[config.mk]
export PLATFORM = sky130hd
export DESIGN_NAME = tpc_bank
export DESIGN_NICKNAME = d
export VERILOG_FILES = /design/src/logic/tpc_pkg.sv /design/src/logic/tpc_bank.sv
export SDC_FILE = /design/constraint.sdc
export NUM_CORES = 1
export LEC_CHECK = 0
export ABC_AREA = 1
export ABC_CLOCK_PERIOD_IN_PS = 1100
export BUFFER_PORTS_ARGS = -buffer_cell sky130_fd_sc_hd__buf_4
export CORE_MARGIN = 3
export CORE_UTILIZATION = 35
export CTS_CLUSTER_SIZE = 12
export DETAILED_ROUTE_END_ITERATION = 16
export PLACE_DENSITY = 0.69
export SLEW_MARGIN = 30
export SYNTH_ARGS = -nofsm -noshare
export SYNTH_HDL_FRONTEND = slang
export SYNTH_SLANG_ARGS = --single-unit
[constraint.sdc]
create_clock -name clk -period 1.1 [get_ports clk]
set_input_delay 0.165 -clock clk [delete_from_list [all_inputs] [get_ports clk]]
set_output_delay 0.165 -clock clk [all_outputs]
set_load 0.005 [all_outputs]
[src/logic/tpc_pkg.sv]
/*
  Package for the timer pin routing and byte buffer register bank.
  Holds register offsets, variant codes, reset values and field positions.
  Assumes an APB slave with 32-bit data and word-aligned registers.
*/
package tpc_pkg;

  // ************************************************************
  // Register byte offsets (one aligned word each)
  // ************************************************************
  localparam logic [7:0] OFF_ROUTE0 = 8'h00; // First pin routing register
  localparam logic [7:0] OFF_ROUTE1 = 8'h04; // Second pin routing register
  localparam logic [7:0] OFF_CNT_LO = 8'h08; // Counter low byte, via buffer
  localparam logic [7:0] OFF_CNT_HI = 8'h0C; // Counter high byte
  localparam logic [7:0] OFF_CMPA_LO = 8'h10; // Compare A low byte, via buffer
  localparam logic [7:0] OFF_CMPA_HI = 8'h14; // Compare A high byte
  localparam logic [7:0] OFF_CMPB_LO = 8'h18; // Compare B low byte, via buffer
  localparam logic [7:0] OFF_CMPB_HI = 8'h1C; // Compare B high byte

  // ************************************************************
  // Device variants
  // ************************************************************
  localparam int VAR_SMALL = 0; // One compact, one standard timer
  localparam int VAR_TWO = 1; // Enhanced timer with two B outputs
  localparam int VAR_THREE = 2; // Three timers, three B outputs
  localparam int VAR_FOUR = 3; // Four timers

  // ************************************************************
  // Implemented bit masks and reset values per variant
  // ************************************************************
  localparam logic [7:0] MASK0_SMALL = 8'h31;
  localparam logic [7:0] RST0_SMALL = 8'h11;
  localparam logic [7:0] MASK0_TWO = 8'hB3;
  localparam logic [7:0] MASK0_WIDE = 8'hF3;
  localparam logic [7:0] RST0_LARGE = 8'h91;
  localparam logic [7:0] MASK1_NONE = 8'h00;
  localparam logic [7:0] MASK1_THREE = 8'h03;
  localparam logic [7:0] MASK1_FOUR = 8'h33;
  localparam logic [7:0] RST1_THREE = 8'h01;
  localparam logic [7:0] RST1_FOUR = 8'h11;
  localparam logic [7:0] VALUE_RST = 8'h00; // Byte buffer reset value

  // Pin enable outputs grouped as one carrier
  typedef struct packed {
    logic enhOutA;
    logic enhOutB2;
    logic enhOutB1;
    logic enhOutB0;
    logic timer0Out1;
    logic timer0Out0;
    logic timer1Out1;
    logic timer1Out0;
    logic timer2Out1;
    logic timer2Out0;
    logic timer3Out1;
    logic timer3Out0;
  } tpc_pins_s;

endpackage : tpc_pkg

[src/logic/tpc_bank.sv]
/*
  Timer pin routing registers and buffered counter/compare byte access.
  Assumes an APB master, one clock, and a timer core that supplies the live
  counter value and consumes the compare values.
*/
// Operation
// - Set bit routes pin to timer
// - Implemented routing bits read and write
// - Unimplemented routing bits read zero
// - Small variant layout and reset values
// - Larger variants layout and reset values
// - Second register layout and reset values
// - Wide values split into high, low
// - Buffer moves only on high read or low compare write
// - Low compare write fills buffer only
// - High compare write copies buffer low
// - High read captures low into buffer
// - Low read returns buffer contents
`timescale 1ns/10ps
module tpc_bank #(
  parameter int VARIANT = tpc_pkg::VAR_FOUR, // Device variant
  parameter int VALUE_W = 16 // Counter and compare width, 10 or 16
) (
  input wire logic clk,
  input wire logic rst_b,
  input wire logic psel,
  input wire logic penable,
  input wire logic pwrite,
  input wire logic [7:0] paddr,
  input wire logic [31:0] pwdata,
  output logic [31:0] prdata,
  output logic pready,
  output logic pslverr,
  input wire logic [VALUE_W-1:0] countValue,
  output logic [VALUE_W-1:0] compareAValue,
  output logic [VALUE_W-1:0] compareBValue,
  output tpc_pkg::tpc_pins_s pinEnable
);

  // ************************************************************
  // Variant decode
  // ************************************************************
  localparam logic [7:0] MASK0 = (VARIANT == tpc_pkg::VAR_SMALL) ? tpc_pkg::MASK0_SMALL :
    (VARIANT == tpc_pkg::VAR_TWO) ? tpc_pkg::MASK0_TWO : tpc_pkg::MASK0_WIDE;
  localparam logic [7:0] RST0 = (VARIANT == tpc_pkg::VAR_SMALL) ? tpc_pkg::RST0_SMALL :
    tpc_pkg::RST0_LARGE;
  localparam logic [7:0] MASK1 = (VARIANT == tpc_pkg::VAR_FOUR) ? tpc_pkg::MASK1_FOUR :
    (VARIANT == tpc_pkg::VAR_THREE) ? tpc_pkg::MASK1_THREE : tpc_pkg::MASK1_NONE;
  localparam logic [7:0] RST1 = (VARIANT == tpc_pkg::VAR_FOUR) ? tpc_pkg::RST1_FOUR :
    (VARIANT == tpc_pkg::VAR_THREE) ? tpc_pkg::RST1_THREE : tpc_pkg::MASK1_NONE;
  localparam int HI_W = VALUE_W - 8; // High byte width
  localparam logic [7:0] RST0_M = RST0 & MASK0;
  localparam logic [7:0] RST1_M = RST1 & MASK1;

  // ************************************************************
  // State
  // ************************************************************
  logic [7:0] route0; // First routing register
  logic [7:0] route1; // Second routing register
  logic [7:0] byteBuffer; // Shared low byte buffer
  logic accessDone; // APB access phase completes this edge
  logic wrDone; // Completed write
  logic rdDone; // Completed read
  logic [31:0] next_prdata; // Read mux

  // Zero-wait slave: every access completes in its first access cycle
  assign accessDone = psel & penable;
  assign wrDone = accessDone & pwrite;
  assign rdDone = accessDone & ~pwrite;

  // High byte as an 8-bit readback with zeroes above the implemented width
  function automatic logic [7:0] hiByte(input logic [VALUE_W-1:0] v);
    logic [7:0] r;
    r = 8'h00;
    r[HI_W-1:0] = v[VALUE_W-1:8];
    return r;
  endfunction : hiByte

  // ************************************************************
  // Pin routing registers
  // ************************************************************
  // Masking on write keeps unimplemented positions at zero forever
  always_ff @(posedge clk or negedge rst_b) begin
    if (!rst_b) begin
      route0 <= RST0_M;
      route1 <= RST1_M;
    end else if (wrDone && paddr == tpc_pkg::OFF_ROUTE0) begin
      route0 <= pwdata[7:0] & MASK0;
    end else if (wrDone && paddr == tpc_pkg::OFF_ROUTE1) begin
      route1 <= pwdata[7:0] & MASK1;
    end
  end

  // Pin enables to the pin multiplexers, one flop stage per bit
  always_ff @(posedge clk or negedge rst_b) begin
    if (!rst_b) begin
      pinEnable <= '0;
    end else if (VARIANT == tpc_pkg::VAR_SMALL) begin
      pinEnable <= '0;
      pinEnable.timer1Out1 <= route0[5];
      pinEnable.timer1Out0 <= route0[4];
      pinEnable.timer0Out0 <= route0[0];
    end else begin
      pinEnable.enhOutA <= route0[7];
      pinEnable.enhOutB2 <= route0[6];
      pinEnable.enhOutB1 <= route0[5];
      pinEnable.enhOutB0 <= route0[4];
      pinEnable.timer0Out1 <= route0[1];
      pinEnable.timer0Out0 <= route0[0];
      pinEnable.timer1Out1 <= 1'b0;
      pinEnable.timer1Out0 <= 1'b0;
      pinEnable.timer2Out1 <= route1[1];
      pinEnable.timer2Out0 <= route1[0];
      pinEnable.timer3Out1 <= route1[5];
      pinEnable.timer3Out0 <= route1[4];
    end
  end

  // ************************************************************
  // Buffered value access
  // ************************************************************
  // The buffer is shared by all pairs, so interleaving two pairs corrupts
  // the result; software must keep each pair's access together.
  always_ff @(posedge clk or negedge rst_b) begin
    if (!rst_b) begin
      byteBuffer <= tpc_pkg::VALUE_RST;
    end else if (wrDone && (paddr == tpc_pkg::OFF_CMPA_LO || paddr == tpc_pkg::OFF_CMPB_LO)) begin
      byteBuffer <= pwdata[7:0];
    end else if (rdDone && paddr == tpc_pkg::OFF_CNT_HI) begin
      byteBuffer <= countValue[7:0];
    end else if (rdDone && paddr == tpc_pkg::OFF_CMPA_HI) begin
      byteBuffer <= compareAValue[7:0];
    end else if (rdDone && paddr == tpc_pkg::OFF_CMPB_HI) begin
      byteBuffer <= compareBValue[7:0];
    end
  end

  // Compare values change only on a high byte write
  always_ff @(posedge clk or negedge rst_b) begin
    if (!rst_b) begin
      compareAValue <= '0;
      compareBValue <= '0;
    end else if (wrDone && paddr == tpc_pkg::OFF_CMPA_HI) begin
      compareAValue <= {pwdata[HI_W-1:0], byteBuffer};
    end else if (wrDone && paddr == tpc_pkg::OFF_CMPB_HI) begin
      compareBValue <= {pwdata[HI_W-1:0], byteBuffer};
    end
  end

  // ************************************************************
  // APB read data and response
  // ************************************************************
  always_comb begin
    next_prdata = 32'h0000_0000;
    if (paddr == tpc_pkg::OFF_ROUTE0) begin
      next_prdata[7:0] = route0;
    end else if (paddr == tpc_pkg::OFF_ROUTE1) begin
      next_prdata[7:0] = route1;
    end else if (paddr == tpc_pkg::OFF_CNT_LO || paddr == tpc_pkg::OFF_CMPA_LO ||
                 paddr == tpc_pkg::OFF_CMPB_LO) begin
      next_prdata[7:0] = byteBuffer;
    end else if (paddr == tpc_pkg::OFF_CNT_HI) begin
      next_prdata[7:0] = hiByte(countValue);
    end else if (paddr == tpc_pkg::OFF_CMPA_HI) begin
      next_prdata[7:0] = hiByte(compareAValue);
    end else if (paddr == tpc_pkg::OFF_CMPB_HI) begin
      next_prdata[7:0] = hiByte(compareBValue);
    end
  end

  // Registered answer: data and ready appear in the access cycle
  always_ff @(posedge clk or negedge rst_b) begin
    if (!rst_b) begin
      prdata <= 32'h0000_0000;
      pready <= 1'b0;
      pslverr <= 1'b0;
    end else begin
      pready <= psel & ~penable;
      pslverr <= psel & ~penable & (paddr > tpc_pkg::OFF_CMPB_HI || paddr[1:0] != 2'b00);
      prdata <= (psel & ~penable & ~pwrite) ? next_prdata : 32'h0000_0000;
    end
  end

  // ************************************************************
  // Checks
  // ************************************************************
  a_route_reset: assert property (@(posedge clk) $rose(rst_b) |-> route0 == RST0_M && route1 == RST1_M)
    else $error("routing reset value wrong");
  a_route_write: assert property (@(posedge clk) disable iff (!rst_b)
    wrDone && paddr == tpc_pkg::OFF_ROUTE0 |=> route0 == ($past(pwdata[7:0]) & MASK0))
    else $error("routing write lost");
  a_unimpl_zero: assert property (@(posedge clk) disable iff (!rst_b)
    (route0 & ~MASK0) == 8'h00 && (route1 & ~MASK1) == 8'h00)
    else $error("unimplemented bit set");
  a_pin_follow: assert property (@(posedge clk) disable iff (!rst_b)
    $past(rst_b) |-> pinEnable.timer0Out0 == $past(route0[0]))
    else $error("pin enable not following");
  a_low_write_buf: assert property (@(posedge clk) disable iff (!rst_b)
    wrDone && paddr == tpc_pkg::OFF_CMPA_LO |=> byteBuffer == $past(pwdata[7:0])
    && $stable(compareAValue))
    else $error("low write touched compare");
  a_high_write_copy: assert property (@(posedge clk) disable iff (!rst_b)
    wrDone && paddr == tpc_pkg::OFF_CMPB_HI |=> compareBValue[7:0] == $past(byteBuffer))
    else $error("buffer not copied to low byte");
  a_high_read_cap: assert property (@(posedge clk) disable iff (!rst_b)
    rdDone && paddr == tpc_pkg::OFF_CNT_HI |=> byteBuffer == $past(countValue[7:0]))
    else $error("low byte not captured");
  a_buffer_hold: assert property (@(posedge clk) disable iff (!rst_b)
    rdDone && paddr == tpc_pkg::OFF_CNT_LO |=> $stable(byteBuffer))
    else $error("buffer moved on low read");
  a_low_read_buf: assert property (@(posedge clk) disable iff (!rst_b)
    psel && !penable && !pwrite && paddr == tpc_pkg::OFF_CMPA_LO
    |=> prdata[7:0] == $past(byteBuffer))
    else $error("low read not from buffer");

  // ************************************************************
  // Routing register checks
  // ************************************************************
  // Second register keeps only its implemented bits
  a_route1_write: assert property (@(posedge clk) disable iff (!rst_b)
    wrDone && paddr == tpc_pkg::OFF_ROUTE1 |=> route1 == ($past(pwdata[7:0]) & MASK1))
    else $error("second routing write lost");

  // Nothing but a write to its own address may move the first register
  a_route0_hold: assert property (@(posedge clk) disable iff (!rst_b)
    !(wrDone && paddr == tpc_pkg::OFF_ROUTE0) |=> $stable(route0))
    else $error("first routing register moved");

  // Same for the second register
  a_route1_hold: assert property (@(posedge clk) disable iff (!rst_b)
    !(wrDone && paddr == tpc_pkg::OFF_ROUTE1) |=> $stable(route1))
    else $error("second routing register moved");

  // Read of the first register returns the stored bits, upper bytes zero
  a_route0_read: assert property (@(posedge clk) disable iff (!rst_b)
    psel && !penable && !pwrite && paddr == tpc_pkg::OFF_ROUTE0
    |=> prdata == {24'h000000, $past(route0)})
    else $error("first routing readback wrong");

  // Read of the second register shows zero in unused positions
  a_route1_read: assert property (@(posedge clk) disable iff (!rst_b)
    psel && !penable && !pwrite && paddr == tpc_pkg::OFF_ROUTE1
    |=> prdata == {24'h000000, $past(route1)})
    else $error("second routing readback wrong");

  // Unused positions never leak into a first routing register readback
  a_unimpl_read: assert property (@(posedge clk) disable iff (!rst_b)
    psel && !penable && !pwrite && paddr == tpc_pkg::OFF_ROUTE0
    |=> (prdata[7:0] & ~MASK0) == 8'h00)
    else $error("unimplemented bit read back");

  // ************************************************************
  // Pin enable checks
  // ************************************************************
  // Small variant: second timer pins follow bits 5 and 4
  a_pin_small_t1: assert property (@(posedge clk) disable iff (!rst_b)
    $past(rst_b) && VARIANT == tpc_pkg::VAR_SMALL
    |-> {pinEnable.timer1Out1, pinEnable.timer1Out0} == $past(route0[5:4]))
    else $error("small variant timer pins wrong");

  // Small variant: pins of absent timers stay with their other function
  a_pin_small_off: assert property (@(posedge clk) disable iff (!rst_b)
    $past(rst_b) && VARIANT == tpc_pkg::VAR_SMALL
    |-> !pinEnable.enhOutA && !pinEnable.timer2Out0 && !pinEnable.timer3Out0)
    else $error("small variant absent pin enabled");

  // Enhanced timer pins follow the top nibble
  a_pin_enh: assert property (@(posedge clk) disable iff (!rst_b)
    $past(rst_b) && VARIANT != tpc_pkg::VAR_SMALL
    |-> {pinEnable.enhOutA, pinEnable.enhOutB2, pinEnable.enhOutB1,
         pinEnable.enhOutB0} == $past(route0[7:4]))
    else $error("enhanced timer pins wrong");

  // First timer pins follow bits 1 and 0
  a_pin_t0: assert property (@(posedge clk) disable iff (!rst_b)
    $past(rst_b) && VARIANT != tpc_pkg::VAR_SMALL
    |-> {pinEnable.timer0Out1, pinEnable.timer0Out0} == $past(route0[1:0]))
    else $error("first timer pins wrong");

  // Larger variants have no standard second timer pins
  a_pin_t1_off: assert property (@(posedge clk) disable iff (!rst_b)
    $past(rst_b) && VARIANT != tpc_pkg::VAR_SMALL
    |-> !pinEnable.timer1Out1 && !pinEnable.timer1Out0)
    else $error("absent timer pin enabled");

  // Third timer pins follow the low bits of the second register
  a_pin_t2: assert property (@(posedge clk) disable iff (!rst_b)
    $past(rst_b) && VARIANT != tpc_pkg::VAR_SMALL
    |-> {pinEnable.timer2Out1, pinEnable.timer2Out0} == $past(route1[1:0]))
    else $error("third timer pins wrong");

  // Fourth timer pins follow bits 5 and 4 of the second register
  a_pin_t3: assert property (@(posedge clk) disable iff (!rst_b)
    $past(rst_b) && VARIANT != tpc_pkg::VAR_SMALL
    |-> {pinEnable.timer3Out1, pinEnable.timer3Out0} == $past(route1[5:4]))
    else $error("fourth timer pins wrong");

  // One cycle after reset ends the first pin is routed to its timer
  a_pin_after_rst: assert property (@(posedge clk)
    $rose(rst_b) |=> pinEnable.timer0Out0 == RST0_M[0])
    else $error("pin enable reset value wrong");

  // ************************************************************
  // Buffer and value checks
  // ************************************************************
  // Compare B low write fills only the buffer
  a_cmpb_low_buf: assert property (@(posedge clk) disable iff (!rst_b)
    wrDone && paddr == tpc_pkg::OFF_CMPB_LO |=> byteBuffer == $past(pwdata[7:0])
    && $stable(compareBValue))
    else $error("low write touched compare b");

  // Compare A high write commits high bits and buffered low byte together
  a_cmpa_high_copy: assert property (@(posedge clk) disable iff (!rst_b)
    wrDone && paddr == tpc_pkg::OFF_CMPA_HI
    |=> compareAValue == {$past(pwdata[HI_W-1:0]), $past(byteBuffer)})
    else $error("compare a commit wrong");

  // Compare A moves on nothing but its high byte write
  a_cmpa_hold: assert property (@(posedge clk) disable iff (!rst_b)
    !(wrDone && paddr == tpc_pkg::OFF_CMPA_HI) |=> $stable(compareAValue))
    else $error("compare a moved");

  // Compare B moves on nothing but its high byte write
  a_cmpb_hold: assert property (@(posedge clk) disable iff (!rst_b)
    !(wrDone && paddr == tpc_pkg::OFF_CMPB_HI) |=> $stable(compareBValue))
    else $error("compare b moved");

  // Compare A high read freezes its low byte in the buffer
  a_cmpa_read_cap: assert property (@(posedge clk) disable iff (!rst_b)
    rdDone && paddr == tpc_pkg::OFF_CMPA_HI |=> byteBuffer == $past(compareAValue[7:0]))
    else $error("compare a low not captured");

  // Compare B high read freezes its low byte in the buffer
  a_cmpb_read_cap: assert property (@(posedge clk) disable iff (!rst_b)
    rdDone && paddr == tpc_pkg::OFF_CMPB_HI |=> byteBuffer == $past(compareBValue[7:0]))
    else $error("compare b low not captured");

  // Without a completed access the buffer holds
  a_buffer_idle: assert property (@(posedge clk) disable iff (!rst_b)
    !accessDone |=> $stable(byteBuffer))
    else $error("buffer moved while idle");

  // The counter is read only, so writes to it leave the buffer alone
  a_count_write_ign: assert property (@(posedge clk) disable iff (!rst_b)
    wrDone && (paddr == tpc_pkg::OFF_CNT_LO || paddr == tpc_pkg::OFF_CNT_HI)
    |=> $stable(byteBuffer))
    else $error("counter write moved buffer");

  // Counter high read returns the live high bits
  a_count_hi_read: assert property (@(posedge clk) disable iff (!rst_b)
    psel && !penable && !pwrite && paddr == tpc_pkg::OFF_CNT_HI
    |=> prdata[HI_W-1:0] == $past(countValue[VALUE_W-1:8]))
    else $error("counter high read wrong");

  // Compare B low read returns the buffer, not the live byte
  a_cmpb_low_read: assert property (@(posedge clk) disable iff (!rst_b)
    psel && !penable && !pwrite && paddr == tpc_pkg::OFF_CMPB_LO
    |=> prdata == {24'h000000, $past(byteBuffer)})
    else $error("compare b low read wrong");

  // ************************************************************
  // Bus response checks
  // ************************************************************
  // Every setup cycle is answered in the following access cycle
  a_ready_setup: assert property (@(posedge clk) disable iff (!rst_b)
    psel && !penable |=> pready)
    else $error("setup not answered");

  // Ready is a single cycle pulse
  a_ready_pulse: assert property (@(posedge clk) disable iff (!rst_b)
    pready |=> !pready)
    else $error("ready held too long");

  // Addresses past the bank are refused with zero data
  a_err_refuse: assert property (@(posedge clk) disable iff (!rst_b)
    psel && !penable && paddr > tpc_pkg::OFF_CMPB_HI |=> pslverr && prdata == 32'h00000000)
    else $error("unmapped address not refused");

endmodule : tpc_bank

---- Word-level counts from Yosys, hierarchy flattened ----
Cells that the tools add are included.
storage, ports and cells
  word-level logic and storage cells ...... 64
  input bits .............................. 61
  register bits ........................... 70
  output and inout port bits .............. 78
cells by class
  equal/unequal tests ..................... 7
  reduce and logical (&&, ||, !) cells .... 17
  bitwise operators ....................... 10
  mux-type cells .......................... 11
  order comparisons ....................... 1
operators with widths
  operator                                                                         number
  8-bit 2-to-1 mux                                                                 11
  8-bit by 5-bit == test with 1-bit output, second input constant                  4
  8-bit by 4-bit == test with 1-bit output, second input constant                  2
  8-bit by 3-bit == test with 1-bit output, second input constant                  1
  8-bit by 5-bit greater-than comparator with 1-bit output, second input constant  1
  1-bit logical AND                                                                8
  8-bit logical NOT                                                                1
  1-bit AND                                                                        6
  1-bit logical OR                                                                 4
  1-bit inverter                                                                   4
  2-bit AND reduction                                                              2
  4-bit nonzero test                                                               1
  2-bit nonzero test                                                               1

---- Longest topological paths before layout ----
  depth after elaboration ................. 8
  depth in mapped cells ................... 10

---- Least setup slack after synthesis ----
OpenSTA, ideal clock, no wires.
  kind .................................... input -> register
  from .................................... input port paddr[5]
  to ...................................... register byteBuffer[7]
  buffers on the path ..................... 1
  library setup time ...................... 0.116 ns
  stages .................................. 9
  arrival time ............................ 1.099 ns
  setup slack ............................. -0.115 ns
  required time ........................... 0.984 ns
  path through ............................ inv_2 -> nand2_1 -> nor2_8 -> nand3_2 -> buf_2 -> nor2_1 -> nor2_2 -> nand2_1 -> nand2_1
on the way
  cells in the longest elaborated chain, start to end .. 5
RTL lines
  what                                      line             text
  from (decl)                               tpc_bank.sv:29   input wire logic [7:0] paddr,
  8-bit by 5-bit == test with 1-bit output  tpc_bank.sv:131  end else if (rdDone && paddr == tpc_pkg::OFF_CMPA_HI) begin
  1-bit logical AND                         tpc_bank.sv:131
  8-bit 2-to-1 mux                          tpc_bank.sv:131
  8-bit 2-to-1 mux                          tpc_bank.sv:129  end else if (rdDone && paddr == tpc_pkg::OFF_CNT_HI) begin
  8-bit 2-to-1 mux                          tpc_bank.sv:127  end else if (wrDone && (paddr == tpc_pkg::OFF_CMPA_LO || paddr == tpc_pkg::OFF_CMPB_LO)) begin
  to (signal assigned)                      tpc_bank.sv:128  byteBuffer <= pwdata[7:0];
  to (signal assigned)                      tpc_bank.sv:130  byteBuffer <= countValue[7:0];
  to (signal assigned)                      tpc_bank.sv:132  byteBuffer <= compareAValue[7:0];
  to (decl)                                 tpc_bank.sv:60   logic [7:0] byteBuffer;
Several ways; a longest one is shown, not always the timed one.
A chain may end at the register's enable or synchronous reset.

---- Final worst setup path ----
  from .................................... register compareBValue[0]
  to ...................................... output port compareBValue[0]
RTL lines
  what                    line             text
  from (decl)             tpc_bank.sv:36   output logic [VALUE_W-1:0] compareBValue,
  from (signal assigned)  tpc_bank.sv:146  compareBValue <= {pwdata[HI_W-1:0], byteBuffer};
No word-level cell between the ends.

==> run_results.csv <==
group,metric,value,unit
setup_path,critPathTopFamily,"flip-flops",
worst_hold_path,hp-class,"input pin to register",
synth,synth_cell_types,26,
die,dieArea,0.0118,mm2
finish,layout-drive-gt1-share,0.328,
setup_path,start_kind,"register",
pwr,p_comb_frac,0.092,
setup_path,worst_ep_arrival_time,0.91,ns
setup_path,path_class,"register to output pin",
clock_tree,clk_pin_slew,0.09,ns
pwr,p_per_area,995,mW/mm2
synth,syn-mean-instance-area,7.76,um2
worst_hold_path,holdPathEnd,"pslverr",
finish,mostFrequentLayoutCells,"136 x nand2_1, 118 x buf_4, 65 x dfrtp_1",
die,core_area,0.0100,mm2
timing,fin_crit_sh,0.979,
synth,synth-seq-area-share,0.478,
synth,syn_area,0.00368,mm2
die,start_util,0.368,
clock_tree,cts_tree,"built",
finish,regArea,0.00176,mm2
finish,multi_input_area,0.00158,mm2
synth,syn_inst,474,
clock_tree,clock_sink_count,70,
setup_path,r2r_end,"prdata[4]",
pwr,power_frac_clock,0.395,
timing,fin_worst_skew,0.0104,ns
place,io_buffers,88,
place,postPlaceCellArea,0.00470,mm2
place,hpwlAfterDp,7640,um
clock_tree,clock_path_buffers,2,
die,ios,139,
finish,nets,669,
global_routing,overflow,0,
die,placementRows,36,
pwr,leakagePower,2.71,nW
worst_hold_path,hold_start,"paddr[5]",
outcome,outcome,"finished clean",
clock_tree,cts_made_buffers,9,
routing,vias_per_cell,4.53,
routing,first_pass_iters,5,
setup_path,cp_max_fo,3,
pwr,swShare,0.278,
pwr,power_frac_seq,0.513,
die,die_w,109,um
finish,fillers,975,
setup_path,regToRegStartpoint,"compareBValue[12]",
setup_path,reg2reg_setup_slack,0.06,ns
global_routing,grt_pass1_wl,16000,um
global_routing,antenna_found_initial,0,
timing,fmax,928,MHz
clock_tree,cts.htree.levels,3,
timing,slew_viol_final,0,
timing,rsz0062_at_grt,"yes",
routing,routed_wl,9980,um
timing,setup_viol,0,
synth,ys_ff_latch,70,
routing,wl_per_cell,13.4,um
routing,drc_errors,0,
timing,hold_viol_final,0,
routing,antenna_left,0,
pwr,ir_worst_vdd,0.556,mV
clock_tree,root_buffer,"clkbuf_8",
setup_path,path_buf_inv,1,
setup_path,reg2regPathDepth,7,
pwr,p_switching,0.00142,W
die,chipHeight,109,um
setup_path,critPathSlowestCell,"dfrtp_1",
job,maxCapViolations,0,
setup_path,cp-end-kind,"output pin",
routing,drtIter0Drc,232,
setup_path,slowest_delay,0.43,ns
global_routing,track_usage,0.175,
place,gp_congestion,0.868,
finish,areaGrowthSynthToFinish,39.2,%
setup_path,path_cells,"buf_6",
global_routing,grt_start_max_net_pins,33,
routing,dr_total_vias,3383,
worst_hold_path,whs_path_depth,3,
setup_path,critPathRequiredTime,0.94,ns
timing,layout_min_cycle_time,1.08,ns
finish,postLayoutCoreUtil,0.512,
clock_tree,clock_latency,0.35,ns
finish,fin_area,0.00512,mm2
finish,antennaDiodeCount,0,
finish,layout_commonest_cell,"nand2_1",
synth,yosys_warnings,0,
pwr,intPower,0.00367,W
global_routing,grt_pass1_vias,3268,
==> sequential cells by signal, summed over array words and instances, names as in the netlist <==
name	cells
compareBValue	16
compareAValue	16
route1	4
pready	1
pslverr	1
prdata	8
route0	6
pinEnable	10
byteBuffer	8
==> worst max-delay path by stage <==
stage                     cells past startpoint  slack, ns        startpoint          endpoint
after detailed placement                     10      -0.31          paddr[1]     byteBuffer[5]
final                                         1       0.02  compareBValue[0]  compareBValue[0]
after floorplan                              10      -0.03          paddr[1]     byteBuffer[7]
after global placement                       10      -0.29          paddr[1]     byteBuffer[5]
after global routing                         11      -0.01          paddr[7]     byteBuffer[0]
after CTS                                     1      0.001  compareBValue[0]  compareBValue[0]
==> synthesized netlist by cell type, drive strengths merged <==
cell type	count	share of area
nand2	149	0.16
inv	67	0.068
dfrtp	65	0.44
o21ai	47	0.064
nand3	44	0.069
nor2	43	0.066
buf	33	0.065
a21oi	10	0.014
clkbuf	5	0.0051
dfstp	5	0.036
nand4	2	0.0034
a31oi	1	0.0017
clkinv	1	0.0010
conb	1	0.0010
o31ai	1	0.0020
==> power groups by stage <==
| stage | clock (W) | sequential, W | combinational, W |
|---|---|---|---|
| 5_1_grt | 0.00219 | 0.00262 | 0.000519 |
| 2_1_floorplan | 0 | 0.00266 | 0.000230 |
| 3_5_place_dp | 0 | 0.00267 | 0.000455 |
| 4_1_cts | 0.00206 | 0.00261 | 0.000463 |
| 3_3_place_gp | 0 | 0.00266 | 0.000444 |
| 6_report | 0.00201 | 0.00261 | 0.000468 |
==> logic make-up after synthesis <==
logic type,Yosys count,share of synthesized area
AO/OA/AOI/OAI,59,0.0813
buffers and inverters,106,0.139
flip-flops,70,0.478
other,1,0.00102
AND/OR/NAND/NOR,238,0.300
==> metrics by stage <==
stage               hold WS, ns  total power [W]  setup WS [ns]  setup TNS [ns]  instances
floorplan                -0.131          0.00289        -0.0320         -0.0355        499
global placement         0.0663          0.00311         -0.289          -12.17        710
detailed placement       0.0735          0.00312         -0.308          -13.96        710
CTS                      0.0561          0.00513        0.00144               0        732
global route             0.0564          0.00533        -0.0131         -0.0541        746
finish                   0.0662          0.00509         0.0228               0        746
==> metal layers <==
| layer | wire length, um | GRT usage | up-vias |
|---|---|---|---|
| li1 | - | - | 1692 |
| met1 | 4510 | 0.241 | 1577 |
| met2 | 4690 | 0.278 | 107 |
| met3 | 708 | 0.0358 | 7 |
| met4 | 73 | 0.0523 | 0 |
| met5 | 0 | 0 | - |
==> area by class of cell <==
type                    count  share of cell area
inverters                  68              0.0543
repair buffers            136               0.224
multi-input cells         323               0.308
clock inverters             7              0.0127
well taps                 133              0.0325
clock buffers               9              0.0242
flip-flops and latches     70               0.344
==> what timing repair did <==
item | CTS | global route
pin swaps | 0 | 2
buffers inserted | 5 | 14
gates resized for setup | 0 | 16
hold endpoints to repair | 55 | 0
hold buffers | 1 | 0
setup endpoints to repair | 5 | 28
No activity file was read; power rests on OpenSTA's default activity.
